===== config.mk =====
export PLATFORM = sky130hd
export DESIGN_NAME = fir_router
export DESIGN_NICKNAME = d
export VERILOG_FILES = /design/src/shared/fir_pkg.sv /design/src/design/fir_route_map.sv /design/src/design/fir_router.sv
export VERILOG_INCLUDE_DIRS = /design/src /design/src/shared
export SDC_FILE = /design/constraint.sdc
export NUM_CORES = 1
export LEC_CHECK = 0
export BUFFER_PORTS_ARGS = -buffer_cell sky130_fd_sc_hd__buf_2
export CAP_MARGIN = 20
export CELL_PAD_IN_SITES_DETAIL_PLACEMENT = 0
export CELL_PAD_IN_SITES_GLOBAL_PLACEMENT = 2
export CORE_ASPECT_RATIO = 1.25
export CORE_MARGIN = 3
export CORE_UTILIZATION = 35
export CTS_CLUSTER_SIZE = 28
export DETAILED_ROUTE_END_ITERATION = 7
export PLACE_DENSITY = 0.93
export SLEW_MARGIN = 0
export SYNTH_ARGS = -nofsm -noshare
export SYNTH_HDL_FRONTEND = slang
export SYNTH_SLANG_ARGS = --single-unit
export TNS_END_PERCENT = 1

===== constraint.sdc =====
create_clock -name clk -period 4.5 [get_ports clk]
set_clock_uncertainty 0.05 [all_clocks]
set_input_delay 1.35 -clock clk [delete_from_list [all_inputs] [get_ports clk]]
set_output_delay 1.35 -clock clk [all_outputs]
set_load 0.01 [all_outputs]

===== src/shared/fir_defines.svh =====
// Constants for the fabric interrupt router: offsets, fields, resets, source slots
// Operation
// Accept 24 active-high level interrupt sources
// Drive 16-bit fabric interrupt bus
// Output takes dedicated or group source
// One mode bit picks group 0/1
// Source passes only when enable set
// Dedicated sources ignore group select
// Dedicated slots 15, 9, 8, 0
// Group 0 source table
// Group 1 source table
// Output 5 never asserts
// Overlaid sources OR together
// Fabric finds originator via peripheral status
// Inputs to outputs purely combinational
// Router neither latches nor clears sources
// Fabric outputs are active high
// Separate comm-block interrupt output
// Five registers, all reset to zero
// Active registers show live sources
// Mode selects group, group 0 default
// Output is OR of enabled paths
`ifndef FIR_DEFINES_SVH
`define FIR_DEFINES_SVH

// Counts
`define FIR_NUM_SRC 24
`define FIR_NUM_OUT 16
`define FIR_LOW_SRC 16

// Register byte offsets
`define FIR_OFS_ENABLE_LOW 12'h000
`define FIR_OFS_ENABLE_HIGH 12'h004
`define FIR_OFS_ACTIVE_LOW 12'h008
`define FIR_OFS_ACTIVE_HIGH 12'h00C
`define FIR_OFS_MODE 12'h010
`define FIR_OFS_WIDTH 12

// Reset values and fields
`define FIR_RST_REG 32'h0000_0000
`define FIR_MODE_SEL_BIT 0

// AHB-Lite codes
`define FIR_HSIZE_WORD 3'h2
`define FIR_HTRANS_BIT 1

// Source slots in the source vector
`define FIR_SRC_MEM_PLL_LOST 5'h00
`define FIR_SRC_HP_DMA_DONE 5'h01
`define FIR_SRC_PERIPH_DMA 5'h02
`define FIR_SRC_SERIAL_PERIPH0 5'h03
`define FIR_SRC_COMM_BLOCK_A 5'h04
`define FIR_SRC_SOFTWARE 5'h05
`define FIR_SRC_ECC_ERROR 5'h06
`define FIR_SRC_MEM_BRIDGE 5'h07
`define FIR_SRC_BUS_ERROR 5'h08
`define FIR_SRC_MEM_PLL_LOCKED 5'h09
`define FIR_SRC_HP_DMA_ERROR 5'h0A
`define FIR_SRC_NVM0 5'h0B
`define FIR_SRC_NVM1 5'h0C
`define FIR_SRC_WIDE_PORT 5'h0D
`define FIR_SRC_FAB_PLL_LOST 5'h0E
`define FIR_SRC_FAB_PLL_LOCKED 5'h0F
`define FIR_SRC_MEM_IO_CALIB 5'h10
`define FIR_SRC_COMM_BLOCK_B 5'h11
`define FIR_SRC_SPARE 5'h12
`define FIR_SRC_NONE 5'h1F

`endif


===== src/shared/fir_pkg.sv =====
// Types shared by the fabric interrupt router files
package fir_pkg;
   typedef logic [31:0] fir_word_t;
   typedef logic [23:0] fir_src_vec_t;
   typedef logic [15:0] fir_irq_vec_t;
   typedef logic [4:0] fir_src_idx_t;
   typedef logic [5:0] fir_spare_vec_t;
   typedef enum logic {FIR_GROUP0, FIR_GROUP1} fir_group_t;
endpackage


===== src/design/fir_route_map.sv =====
// Combinational routing of gated sources onto the fabric interrupt bus
`timescale 1ns/1ps
`include "fir_defines.svh"
module fir_route_map (
   input wire fir_pkg::fir_src_vec_t srcLevel,
   input wire fir_pkg::fir_src_vec_t srcEnable,
   input wire fir_pkg::fir_group_t groupSel,
   output logic [`FIR_NUM_OUT-1:0] fabricIrq
);
   import fir_pkg::*;

   // Source tables, entry 15 first; NONE picks a constant zero
   localparam fir_src_idx_t [15:0] DEDICATED = {
      `FIR_SRC_MEM_PLL_LOST, {5{`FIR_SRC_NONE}}, `FIR_SRC_HP_DMA_DONE,
      `FIR_SRC_PERIPH_DMA, {7{`FIR_SRC_NONE}}, `FIR_SRC_SERIAL_PERIPH0};
   localparam fir_src_idx_t [15:0] GROUP0 = {
      `FIR_SRC_COMM_BLOCK_A, `FIR_SRC_SOFTWARE, `FIR_SRC_NONE, `FIR_SRC_ECC_ERROR,
      `FIR_SRC_MEM_BRIDGE, `FIR_SRC_BUS_ERROR, `FIR_SRC_MEM_PLL_LOCKED,
      `FIR_SRC_HP_DMA_ERROR, {6{`FIR_SRC_NONE}}, `FIR_SRC_NVM1, `FIR_SRC_NVM0};
   localparam fir_src_idx_t [15:0] GROUP1 = {
      `FIR_SRC_WIDE_PORT, `FIR_SRC_FAB_PLL_LOST, `FIR_SRC_FAB_PLL_LOCKED,
      `FIR_SRC_NONE, `FIR_SRC_MEM_IO_CALIB, {3{`FIR_SRC_NONE}},
      `FIR_SRC_COMM_BLOCK_B, `FIR_SRC_SOFTWARE, `FIR_SRC_NONE, `FIR_SRC_ECC_ERROR,
      `FIR_SRC_MEM_BRIDGE, `FIR_SRC_BUS_ERROR, `FIR_SRC_MEM_PLL_LOCKED, `FIR_SRC_HP_DMA_ERROR};

   // Masked sources, widened so unused slots read zero
   wire fir_src_vec_t gated = srcLevel & srcEnable;
   wire [31:0] gatedWide = {8'h00, gated};

   // One OR gate per output, no storage anywhere
   genvar i;
   generate
      for (i = 0; i < `FIR_NUM_OUT; i = i + 1) begin : gRoute
         wire dedBit = gatedWide[DEDICATED[i]];
         wire grpBit = (groupSel == FIR_GROUP1) ? gatedWide[GROUP1[i]] : gatedWide[GROUP0[i]];
         assign fabricIrq[i] = dedBit | grpBit;
      end
   endgenerate
endmodule // fir_route_map


===== src/design/fir_router.sv =====
// Fabric interrupt router top: AHB-Lite registers and asynchronous routing
//
// Implementation choices: the AHB-Lite slave port and the register offsets.
`timescale 1ns/1ps
`include "fir_defines.svh"
module fir_router (
   input wire logic clk,
   input wire logic rstn,
   // AHB-Lite slave
   input wire logic hsel,
   input wire fir_pkg::fir_word_t haddr,
   input wire logic [1:0] htrans,
   input wire logic hwrite,
   input wire logic [2:0] hsize,
   input wire logic [2:0] hburst,
   input wire logic [3:0] hprot,
   input wire logic hmastlock,
   input wire logic hready,
   input wire fir_pkg::fir_word_t hwdata,
   output logic hreadyout,
   output logic hresp,
   output fir_pkg::fir_word_t hrdata,
   // Peripheral interrupt sources, active high levels
   input wire logic mem_pll_lost_irq,
   input wire logic hp_dma_done_irq,
   input wire logic periph_dma_irq,
   input wire logic serial_periph0_irq,
   input wire logic comm_block_irq_a,
   input wire logic software_irq,
   input wire logic ecc_error_irq,
   input wire logic mem_bridge_irq,
   input wire logic bus_error_irq,
   input wire logic mem_pll_locked_irq,
   input wire logic hp_dma_error_irq,
   input wire logic nvm_irq0,
   input wire logic nvm_irq1,
   input wire logic wide_fabric_port_irq,
   input wire logic fabric_pll_lost_irq,
   input wire logic fabric_pll_locked_irq,
   input wire logic mem_io_calib_irq,
   input wire logic comm_block_irq_b,
   input wire fir_pkg::fir_spare_vec_t spare_irq,
   // Toward the fabric
   output fir_pkg::fir_irq_vec_t fabric_irq_out,
   output logic comm_block_irq_out
);
   import fir_pkg::*;

   // Source vector in slot order
   wire fir_src_vec_t srcLevel;
   assign srcLevel[`FIR_SRC_MEM_PLL_LOST] = mem_pll_lost_irq;
   assign srcLevel[`FIR_SRC_HP_DMA_DONE] = hp_dma_done_irq;
   assign srcLevel[`FIR_SRC_PERIPH_DMA] = periph_dma_irq;
   assign srcLevel[`FIR_SRC_SERIAL_PERIPH0] = serial_periph0_irq;
   assign srcLevel[`FIR_SRC_COMM_BLOCK_A] = comm_block_irq_a;
   assign srcLevel[`FIR_SRC_SOFTWARE] = software_irq;
   assign srcLevel[`FIR_SRC_ECC_ERROR] = ecc_error_irq;
   assign srcLevel[`FIR_SRC_MEM_BRIDGE] = mem_bridge_irq;
   assign srcLevel[`FIR_SRC_BUS_ERROR] = bus_error_irq;
   assign srcLevel[`FIR_SRC_MEM_PLL_LOCKED] = mem_pll_locked_irq;
   assign srcLevel[`FIR_SRC_HP_DMA_ERROR] = hp_dma_error_irq;
   assign srcLevel[`FIR_SRC_NVM0] = nvm_irq0;
   assign srcLevel[`FIR_SRC_NVM1] = nvm_irq1;
   assign srcLevel[`FIR_SRC_WIDE_PORT] = wide_fabric_port_irq;
   assign srcLevel[`FIR_SRC_FAB_PLL_LOST] = fabric_pll_lost_irq;
   assign srcLevel[`FIR_SRC_FAB_PLL_LOCKED] = fabric_pll_locked_irq;
   assign srcLevel[`FIR_SRC_MEM_IO_CALIB] = mem_io_calib_irq;
   assign srcLevel[`FIR_SRC_COMM_BLOCK_B] = comm_block_irq_b;
   assign srcLevel[`FIR_SRC_SPARE +: 6] = spare_irq;

   // Software visible configuration
   fir_word_t irq_enable_low;
   fir_word_t irq_enable_high;
   fir_group_t groupSel;

   // Per-source enable, low register covers slots 0 to 15
   wire fir_src_vec_t srcEnable = {irq_enable_high[`FIR_NUM_SRC-`FIR_LOW_SRC-1:0],
                                   irq_enable_low[`FIR_LOW_SRC-1:0]};

   // Asynchronous routing core
   fir_route_map uMap (
      .srcLevel(srcLevel),
      .srcEnable(srcEnable),
      .groupSel(groupSel),
      .fabricIrq(fabric_irq_out)
   );

   // Comm block line passes straight through, unmasked
   assign comm_block_irq_out = comm_block_irq_a;

   // Two-stage synchroniser for the status view only
   fir_src_vec_t srcMeta;
   fir_src_vec_t srcSync;
   always_ff @(posedge clk) begin
      if (!rstn) begin
         srcMeta <= '0;
         srcSync <= '0;
      end else begin
         srcMeta <= srcLevel;
         srcSync <= srcMeta;
      end
   end

   // Live source levels, split over the two status words
   wire fir_word_t active_irq_low = {16'h0000, srcSync[`FIR_LOW_SRC-1:0]};
   wire fir_word_t active_irq_high = {24'h00_0000, srcSync[`FIR_NUM_SRC-1:`FIR_LOW_SRC]};
   wire fir_word_t modeWord = {31'h0000_0000, groupSel == FIR_GROUP1};

   // Address phase acceptance
   wire addrTaken = hsel & hready & htrans[`FIR_HTRANS_BIT];
   wire [`FIR_OFS_WIDTH-1:0] addrOfs = haddr[`FIR_OFS_WIDTH-1:0];

   // Data phase state captured from the address phase
   logic wrPending;
   logic [`FIR_OFS_WIDTH-1:0] wrOfs;
   always_ff @(posedge clk) begin
      if (!rstn) begin
         wrPending <= 1'b0;
         wrOfs <= '0;
      end else begin
         wrPending <= addrTaken & hwrite & (hsize == `FIR_HSIZE_WORD);
         wrOfs <= addrOfs;
      end
   end

   // Write decode in the data phase
   wire wrEnLow = wrPending & (wrOfs == `FIR_OFS_ENABLE_LOW);
   wire wrEnHigh = wrPending & (wrOfs == `FIR_OFS_ENABLE_HIGH);
   wire wrMode = wrPending & (wrOfs == `FIR_OFS_MODE);

   // Next values of the writable registers
   wire fir_word_t next_irq_enable_low = wrEnLow ? hwdata : irq_enable_low;
   wire fir_word_t next_irq_enable_high = wrEnHigh ? hwdata : irq_enable_high;
   wire fir_group_t next_groupSel = wrMode ? fir_group_t'(hwdata[`FIR_MODE_SEL_BIT]) : groupSel;

   // Configuration registers, all cleared so every source starts masked
   always_ff @(posedge clk) begin
      if (!rstn) begin
         irq_enable_low <= `FIR_RST_REG;
         irq_enable_high <= `FIR_RST_REG;
         groupSel <= FIR_GROUP0;
      end else begin
         irq_enable_low <= next_irq_enable_low;
         irq_enable_high <= next_irq_enable_high;
         groupSel <= next_groupSel;
      end
   end

   // Read selection; a write in flight is forwarded to a following read
   wire rdNow = addrTaken & ~hwrite;
   wire fir_word_t rdEnLow = (wrEnLow) ? hwdata : irq_enable_low;
   wire fir_word_t rdEnHigh = (wrEnHigh) ? hwdata : irq_enable_high;
   wire fir_word_t rdMode = (wrMode) ? {31'h0000_0000, hwdata[`FIR_MODE_SEL_BIT]} : modeWord;
   wire fir_word_t rdValue =
      (addrOfs == `FIR_OFS_ENABLE_LOW) ? rdEnLow :
      (addrOfs == `FIR_OFS_ENABLE_HIGH) ? rdEnHigh :
      (addrOfs == `FIR_OFS_ACTIVE_LOW) ? active_irq_low :
      (addrOfs == `FIR_OFS_ACTIVE_HIGH) ? active_irq_high :
      (addrOfs == `FIR_OFS_MODE) ? rdMode :
      `FIR_RST_REG; // Unmapped reads zero
   wire fir_word_t next_hrdata = rdNow ? rdValue : `FIR_RST_REG;

   // Read data register for the data phase
   always_ff @(posedge clk) begin
      if (!rstn) begin
         hrdata <= `FIR_RST_REG;
      end else begin
         hrdata <= next_hrdata;
      end
   end

   // Zero wait states, always OKAY
   assign hreadyout = 1'b1;
   assign hresp = 1'b0;
endmodule // fir_router


==> flow_metrics.py, run 1 <==
metrics = {
    "status": {
        "status": "finished, final reports clean",
    },
    "cells_and_area": {
        "area_growth_syn_to_layout_pct": 22.35,
        "final_core_util": 0.4384,
        "drive_above_1_share": 0.2676,
        "fin_nets": 747,
        "antenna_cells": 0,
    },
    "timing": {
        "tightest_slew_ns": 0.9442,
        "hold_viol": 0,
        "slew_headroom": 0.3705,
        "rsz0062_at_grt": "false",
        "finalMaxSlewViolations": 0,
        "final.setup.tns_ns": 0,
        "post-route-period-util": 0.7703,
        "post-route-min-period_ns": 3.467,
        "finalSetupViolCount": 0,
        "fmax_ghz": 0.2885,
    },
    "floorplan": {
        "row_count": 52,
        "core_mm2": 0.01620,
        "pin_count": 157,
        "die-area_mm2": 0.01817,
        "die_w_um": 121.2,
        "initial_core_util": 0.3583,
        "die_height_um": 150.0,
    },
    "synth": {
        "synth_top_area_frac": 0.5449,
        "synth.distinct_cells": 45,
        "synthCells": 536,
        "syn_area_per_cell_um2": 10.83,
        "synth_edf_count": 0,
        "ys_ff_latch": 158,
        "synth_largest_area_cell": "dfxtp_1",
        "yosysMostFrequentCell": "dfxtp_1",
        "syn-cell-area_mm2": 0.005804,
        "ys_seq_area_frac": 0.5449,
        "synth_common_cells": "dfxtp_1, and2_1, mux2i_1",
        "ys_warn_count": 0,
        "synthArstFlopShare": 0,
        "synth_ff_type": "dfxtp_1",
        "synthTopCellsByArea": "dfxtp_1, mux2i_1, and2_1",
    },
    "drt": {
        "drt-wirelength-per-cell_um": 15.35,
        "dr_total_vias": 3992,
        "first_pass_iters": 6,
        "drt-initial-drc-count": 155,
        "drt_wl_total_um": 13360,
        "ant_nets": 0,
        "drc": 0,
        "viasPerCell": 4.589,
    },
    "clock_tree": {
        "post_cts_buffers": 0,
        "postCtsHoldBufs": 0,
        "ctsResizeCount": 0,
        "cts_root_buffer": "clkbuf_16",
        "clock_latency_ns": 0.41,
        "cts_buffers": 17,
        "path_clk_slew_ns": 0.06,
        "cts_tree": "done",
        "clock_sinks": 158,
        "htreeDepth": 4,
        "cts_buffer_depth": 2,
    },
    "setup_path": {
        "reg2reg_depth": 6,
        "endpoint_kind": "output pin",
        "rrSetupSlack_ns": 1.87,
        "critPathKind": "input port to output pin",
        "cp.required_ns": 3.10,
        "worst_r2r_endpoint": "hrdata[13]",
        "critPathArrivalTime_ns": 2.07,
        "critPathMaxFanout": 2,
        "r2r_start": "wrOfs[9]",
        "critPathLaunchType": "input port",
    },
    "run": {
        "drv_cap": 0,
    },
    "hold_path": {
        "hold_end": "srcSync[15]",
        "worstHoldPathType": "flip-flop to flip-flop",
        "hold_start": "srcMeta[15]",
        "hold_depth": 1,
    },
    "grt": {
        "grt_pass1_vias": 4111,
        "antenna_found_initial": 1,
        "grt_max_degree": 126,
        "grt_pass1_wl_um": 21150,
        "track_usage": 0.1518,
        "grt_overflow": 0,
    },
    "place": {
        "port_buffers": 124,
        "finalWeightedCongestion": 0.7192,
        "hpwl_um": 8993,
    },
    "pwr": {
        "ir_worst_vdd_v": 0.0002246,
        "cellPowerDensity_mw_per_mm2": 420.0,
        "leakage_nw": 3.044,
    },
}
[metrics by stage]
stage / worst slack [ns] / total power, mW / hold WS (ns) / instance area, µm² / instances
after global placement: 0.9154 / 1.559 / 0.3639 / 6492 / 838
final: 1.033 / 2.983 / 0.3806 / 7102 / 870
after detailed placement: 0.8638 / 1.563 / 0.3669 / 6492 / 838
after CTS: 0.9690 / 3.025 / 0.3816 / 7102 / 870
after global routing: 0.9398 / 3.102 / 0.3969 / 7102 / 870
after floorplan: 1.402 / 1.511 / 0.3619 / 5808 / 537
[layout make-up]
| cell class | count | area [µm²] |
|---|---|---|
| timing repair buffer | 130 | 665.6 |
| sequential | 158 | 3163 |
| fill | 1551 | 9099 |
| clock inverter | 11 | 128.9 |
| multi-input combinational | 334 | 2394 |
| tap | 216 | 270.3 |
| clock buffer | 21 | 480.5 |
[flip-flops by register name (all words and copies together), names as in the netlist]
register and count:
groupSel 1, wrOfs 12, wrPending 1, irq_enable_low 32, srcMeta 24, irq_enable_high 32
hrdata 32, srcSync 24
[where the power goes]
part | internal (mW) | switching (mW) | leakage [nW] | total, mW
Combinational | 0.0517 | 0.0467 | 1.46 | 0.0984
Clock | 0.881 | 0.571 | 0.296 | 1.45
Sequential | 1.42 | 0.00748 | 1.29 | 1.43
Total | 2.36 | 0.625 | 3.04 | 2.98
[critical path: stages]
cell	delay, ns
buf_2	0.11
a21oi_1	0.18
a21oi_1	0.10
a21o_1	0.19
buf_2	0.13
[routing by layer]
metal	share of wire	vias up	wire length, µm	GRT usage
met5	0.00097	-	13	0
met4	0.015	2	196	0.06166
met3	0.047	18	634	0.03932
met2	0.49	101	6524	0.2606
met1	0.45	1871	5984	0.1804
li1	-	2000	-	-
[worst max path at each step]
stage / from / end / slack [ns]
floorplan: nvm_irq0 / fabric_irq_out[0] / 1.40
global placement: haddr[7] / hrdata[15] / 0.92
detailed placement: haddr[7] / hrdata[9] / 0.86
CTS: nvm_irq0 / fabric_irq_out[0] / 0.97
global route: nvm_irq0 / fabric_irq_out[0] / 0.94
finish: nvm_irq0 / fabric_irq_out[0] / 1.03
[cells in the final DEF, fill, tap and decap left out, drive strengths merged, types with 3 or more instances in the layout]
master  instances
o22a           17
clkbuf         21
mux2i          64
clkinv          4
nor3            3
and2           68
o22ai           7
nor2b          57
conb            3
a221o           8
and3            6
a21oi           3
o21a            7
nand4           3
nand3           5
buf           130
dfxtp         158
nor2           39
mux2            8
o21ai           5
nand2          14
inv             3
[cells by family (layout without fill, tap and decap cells)]
family,Yosys count,in the layout,share of synthesized area
compound gates,51,51,0.06855
buf+inv,45,162,0.04354
flops,158,158,0.5449
mux,72,72,0.1259
other cells,2,3,0.001294
simple gates,208,208,0.2158
(Power assumes the default switching activity.)
==> run 2: changes to the inputs <==
Settings changed: ABC_AREA set to 1, CORE_UTILIZATION 35 to 29, PLACE_DENSITY 0.93 to 0.88.
Clock period 4.5 ns to 3.2 ns, I/O delays scaled along.
==> flow_metrics.py, run 2 <==
metrics = {
    "status": {
        "status": "finished, final reports clean",
    },
    "run": {
        "drv_cap": 0,
    },
    "timing": {
        "post-route-period-util": 0.8539,
        "finalMaxSlewViolations": 0,
        "fmax_ghz": 0.3660,
        "hold_viol": 0,
        "worst_slack_ns": 0.4675,
        "post-route-min-period_ns": 2.733,
        "slew_headroom": 0.5015,
        "finalSetupViolCount": 0,
        "rsz0062_at_grt": "false",
        "timing.hold.ws_ns": 0.3593,
        "final.setup.tns_ns": 0,
        "tightest_slew_ns": 0.7477,
    },
    "drt": {
        "first_pass_iters": 4,
        "drt-initial-drc-count": 253,
        "drt_wl_total_um": 17190,
        "dr_total_vias": 5415,
        "drt-wirelength-per-cell_um": 13.57,
        "ant_nets": 0,
        "drc": 0,
        "viasPerCell": 4.274,
    },
    "floorplan": {
        "die_w_um": 138.2,
        "die_height_um": 171.2,
        "core_mm2": 0.02111,
        "row_count": 59,
        "initial_core_util": 0.3000,
        "pin_count": 157,
        "die-area_mm2": 0.02367,
    },
    "cells_and_area": {
        "layout.cells.non_filler": 1267,
        "drive_above_1_share": 0.1903,
        "reg_top3": "hrdata: 32 flops, irq_enable_high: 32 flops, irq_enable_low: 32 flops",
        "final_cell_mix": "nand2_1, dfxtp_1, inv_1",
        "area_growth_syn_to_layout_pct": 22.16,
        "antenna_cells": 0,
        "layout_commonest_cell": "nand2_1",
        "fin_nets": 1086,
        "final_core_util": 0.3665,
    },
    "synth": {
        "synth_edf_count": 0,
        "synth_largest_area_cell": "dfxtp_1",
        "synth_top_area_frac": 0.4993,
        "ys_ff_latch": 158,
        "syn_area_per_cell_um2": 7.223,
        "synth.distinct_cells": 29,
        "synth_common_cells": "nand2_1, dfxtp_1, inv_1",
        "synthArstFlopShare": 0,
        "yosysMostFrequentCell": "nand2_1",
        "synth_ff_type": "dfxtp_1",
        "ys_warn_count": 0,
        "synthTopCellsByArea": "dfxtp_1, nand2_1, inv_1",
        "ys_seq_area_frac": 0.4993,
        "syn-cell-area_mm2": 0.006335,
        "synthCells": 877,
    },
    "grt": {
        "antenna_found_initial": 1,
        "grt_pass1_vias": 5284,
        "grt_overflow": 0,
        "track_usage": 0.1463,
        "grt_pass1_wl_um": 27290,
        "grt_max_degree": 73,
    },
    "setup_path": {
        "critPathArrivalTime_ns": 1.72,
        "critPathLaunchType": "flip-flop",
        "critPathKind": "flip-flop to output pin",
        "endpoint_kind": "output pin",
        "cp.required_ns": 2.19,
        "critPathMaxFanout": 10,
    },
    "pwr": {
        "ir_worst_vdd_v": 0.0003408,
        "leakage_nw": 4.005,
        "cellPowerDensity_mw_per_mm2": 568.0,
    },
    "place": {
        "dpl.cell_count": 1235,
        "finalWeightedCongestion": 0.7456,
        "hpwl_um": 11920,
        "dp_slack_ns": 0.5342,
        "port_buffers": 124,
    },
    "clock_tree": {
        "cts_root_buffer": "clkbuf_16",
        "cts_buffers": 17,
        "clock_sinks": 158,
        "htreeDepth": 4,
        "postCtsHoldBufs": 0,
        "cts_tree": "done",
        "clock_latency_ns": 0.43,
        "cts_buffer_depth": 2,
        "post_cts_buffers": 0,
        "ctsResizeCount": 0,
        "path_clk_slew_ns": 0.06,
    },
    "hold_path": {
        "worstHoldPathType": "flip-flop to flip-flop",
    },
}
run 2: cell count changes in the layout (fill, tap and decap cells not counted), moves of 30 or more:
cell	before	now
and2_1	68	0
mux2i_1	64	0
nor2_1	38	83
a21oi_1	3	33
inv_1	0	141
nand2_1	12	254
nor2b_1	57	0
nand3_1	5	70
run 2: area by class of cell:
type                            instances  area [µm²]
Clock buffer                           20       466.7
Clock inverter                         12       183.9
Fill cell                            2330       13370
Inverter                              146       548.0
Multi-Input combinational cell        522        2318
Sequential cell                       158        3163
Tap cell                              274       342.8
Timing Repair Buffer                  135       715.7
run 2: through the flow:
| stage | instance area, µm² | power, mW |
|---|---|---|
| final | 7739 | 4.395 |
| after global routing | 7739 | 4.549 |
| after CTS | 7739 | 4.451 |
| after detailed placement | 7088 | 2.224 |
| after global placement | 7088 | 2.222 |
| after floorplan | 6339 | 2.134 |
run 2: per-layer routing:
metal | share of wire | vias to the layer above | wire length (µm) | global-route usage
li1 | - | 2853 | - | -
met1 | 0.46 | 2433 | 7882 | 0.1790
met2 | 0.48 | 105 | 8261 | 0.2553
met3 | 0.044 | 22 | 755 | 0.03643
met4 | 0.016 | 2 | 275 | 0.04512
met5 | 0.00076 | - | 13 | 0
run 2: path summary, 6_finish.rpt:
check,start,endpoint,slack [ns],depth (start not counted)
max,groupSel,fabric_irq_out[2],0.47,3
min,srcMeta[7],srcSync[7],0.36,2
max reg2reg,wrOfs[9],hrdata[22],1.09,11
min reg2reg,srcMeta[7],srcSync[7],0.36,2
run 2: logic make-up (layout without fill, tap and decap cells):
logic type,Yosys count,in the layout,synth area share
AOI/OAI and AO/OA,86,86,0.07565
DFF,158,158,0.4993
other,2,3,0.001186
and+or+nand+nor,433,433,0.2886
buffers and inverters,198,313,0.1353
run 2: where the power goes:
| group | leakage [nW] | internal (mW) | switching [mW] |
|---|---|---|---|
| Combinational | 2.40 | 0.0597 | 0.103 |
| Clock | 0.318 | 1.38 | 0.843 |
| Sequential | 1.29 | 2.00 | 0.00986 |
| Total | 4.00 | 3.44 | 0.957 |
run 2: worst max-delay path, stage by stage, from the launching register on:
cell and delay, ns:
dfxtp_1 0.33, clkinv_1 0.38, nor3_1 0.39, buf_2 0.19
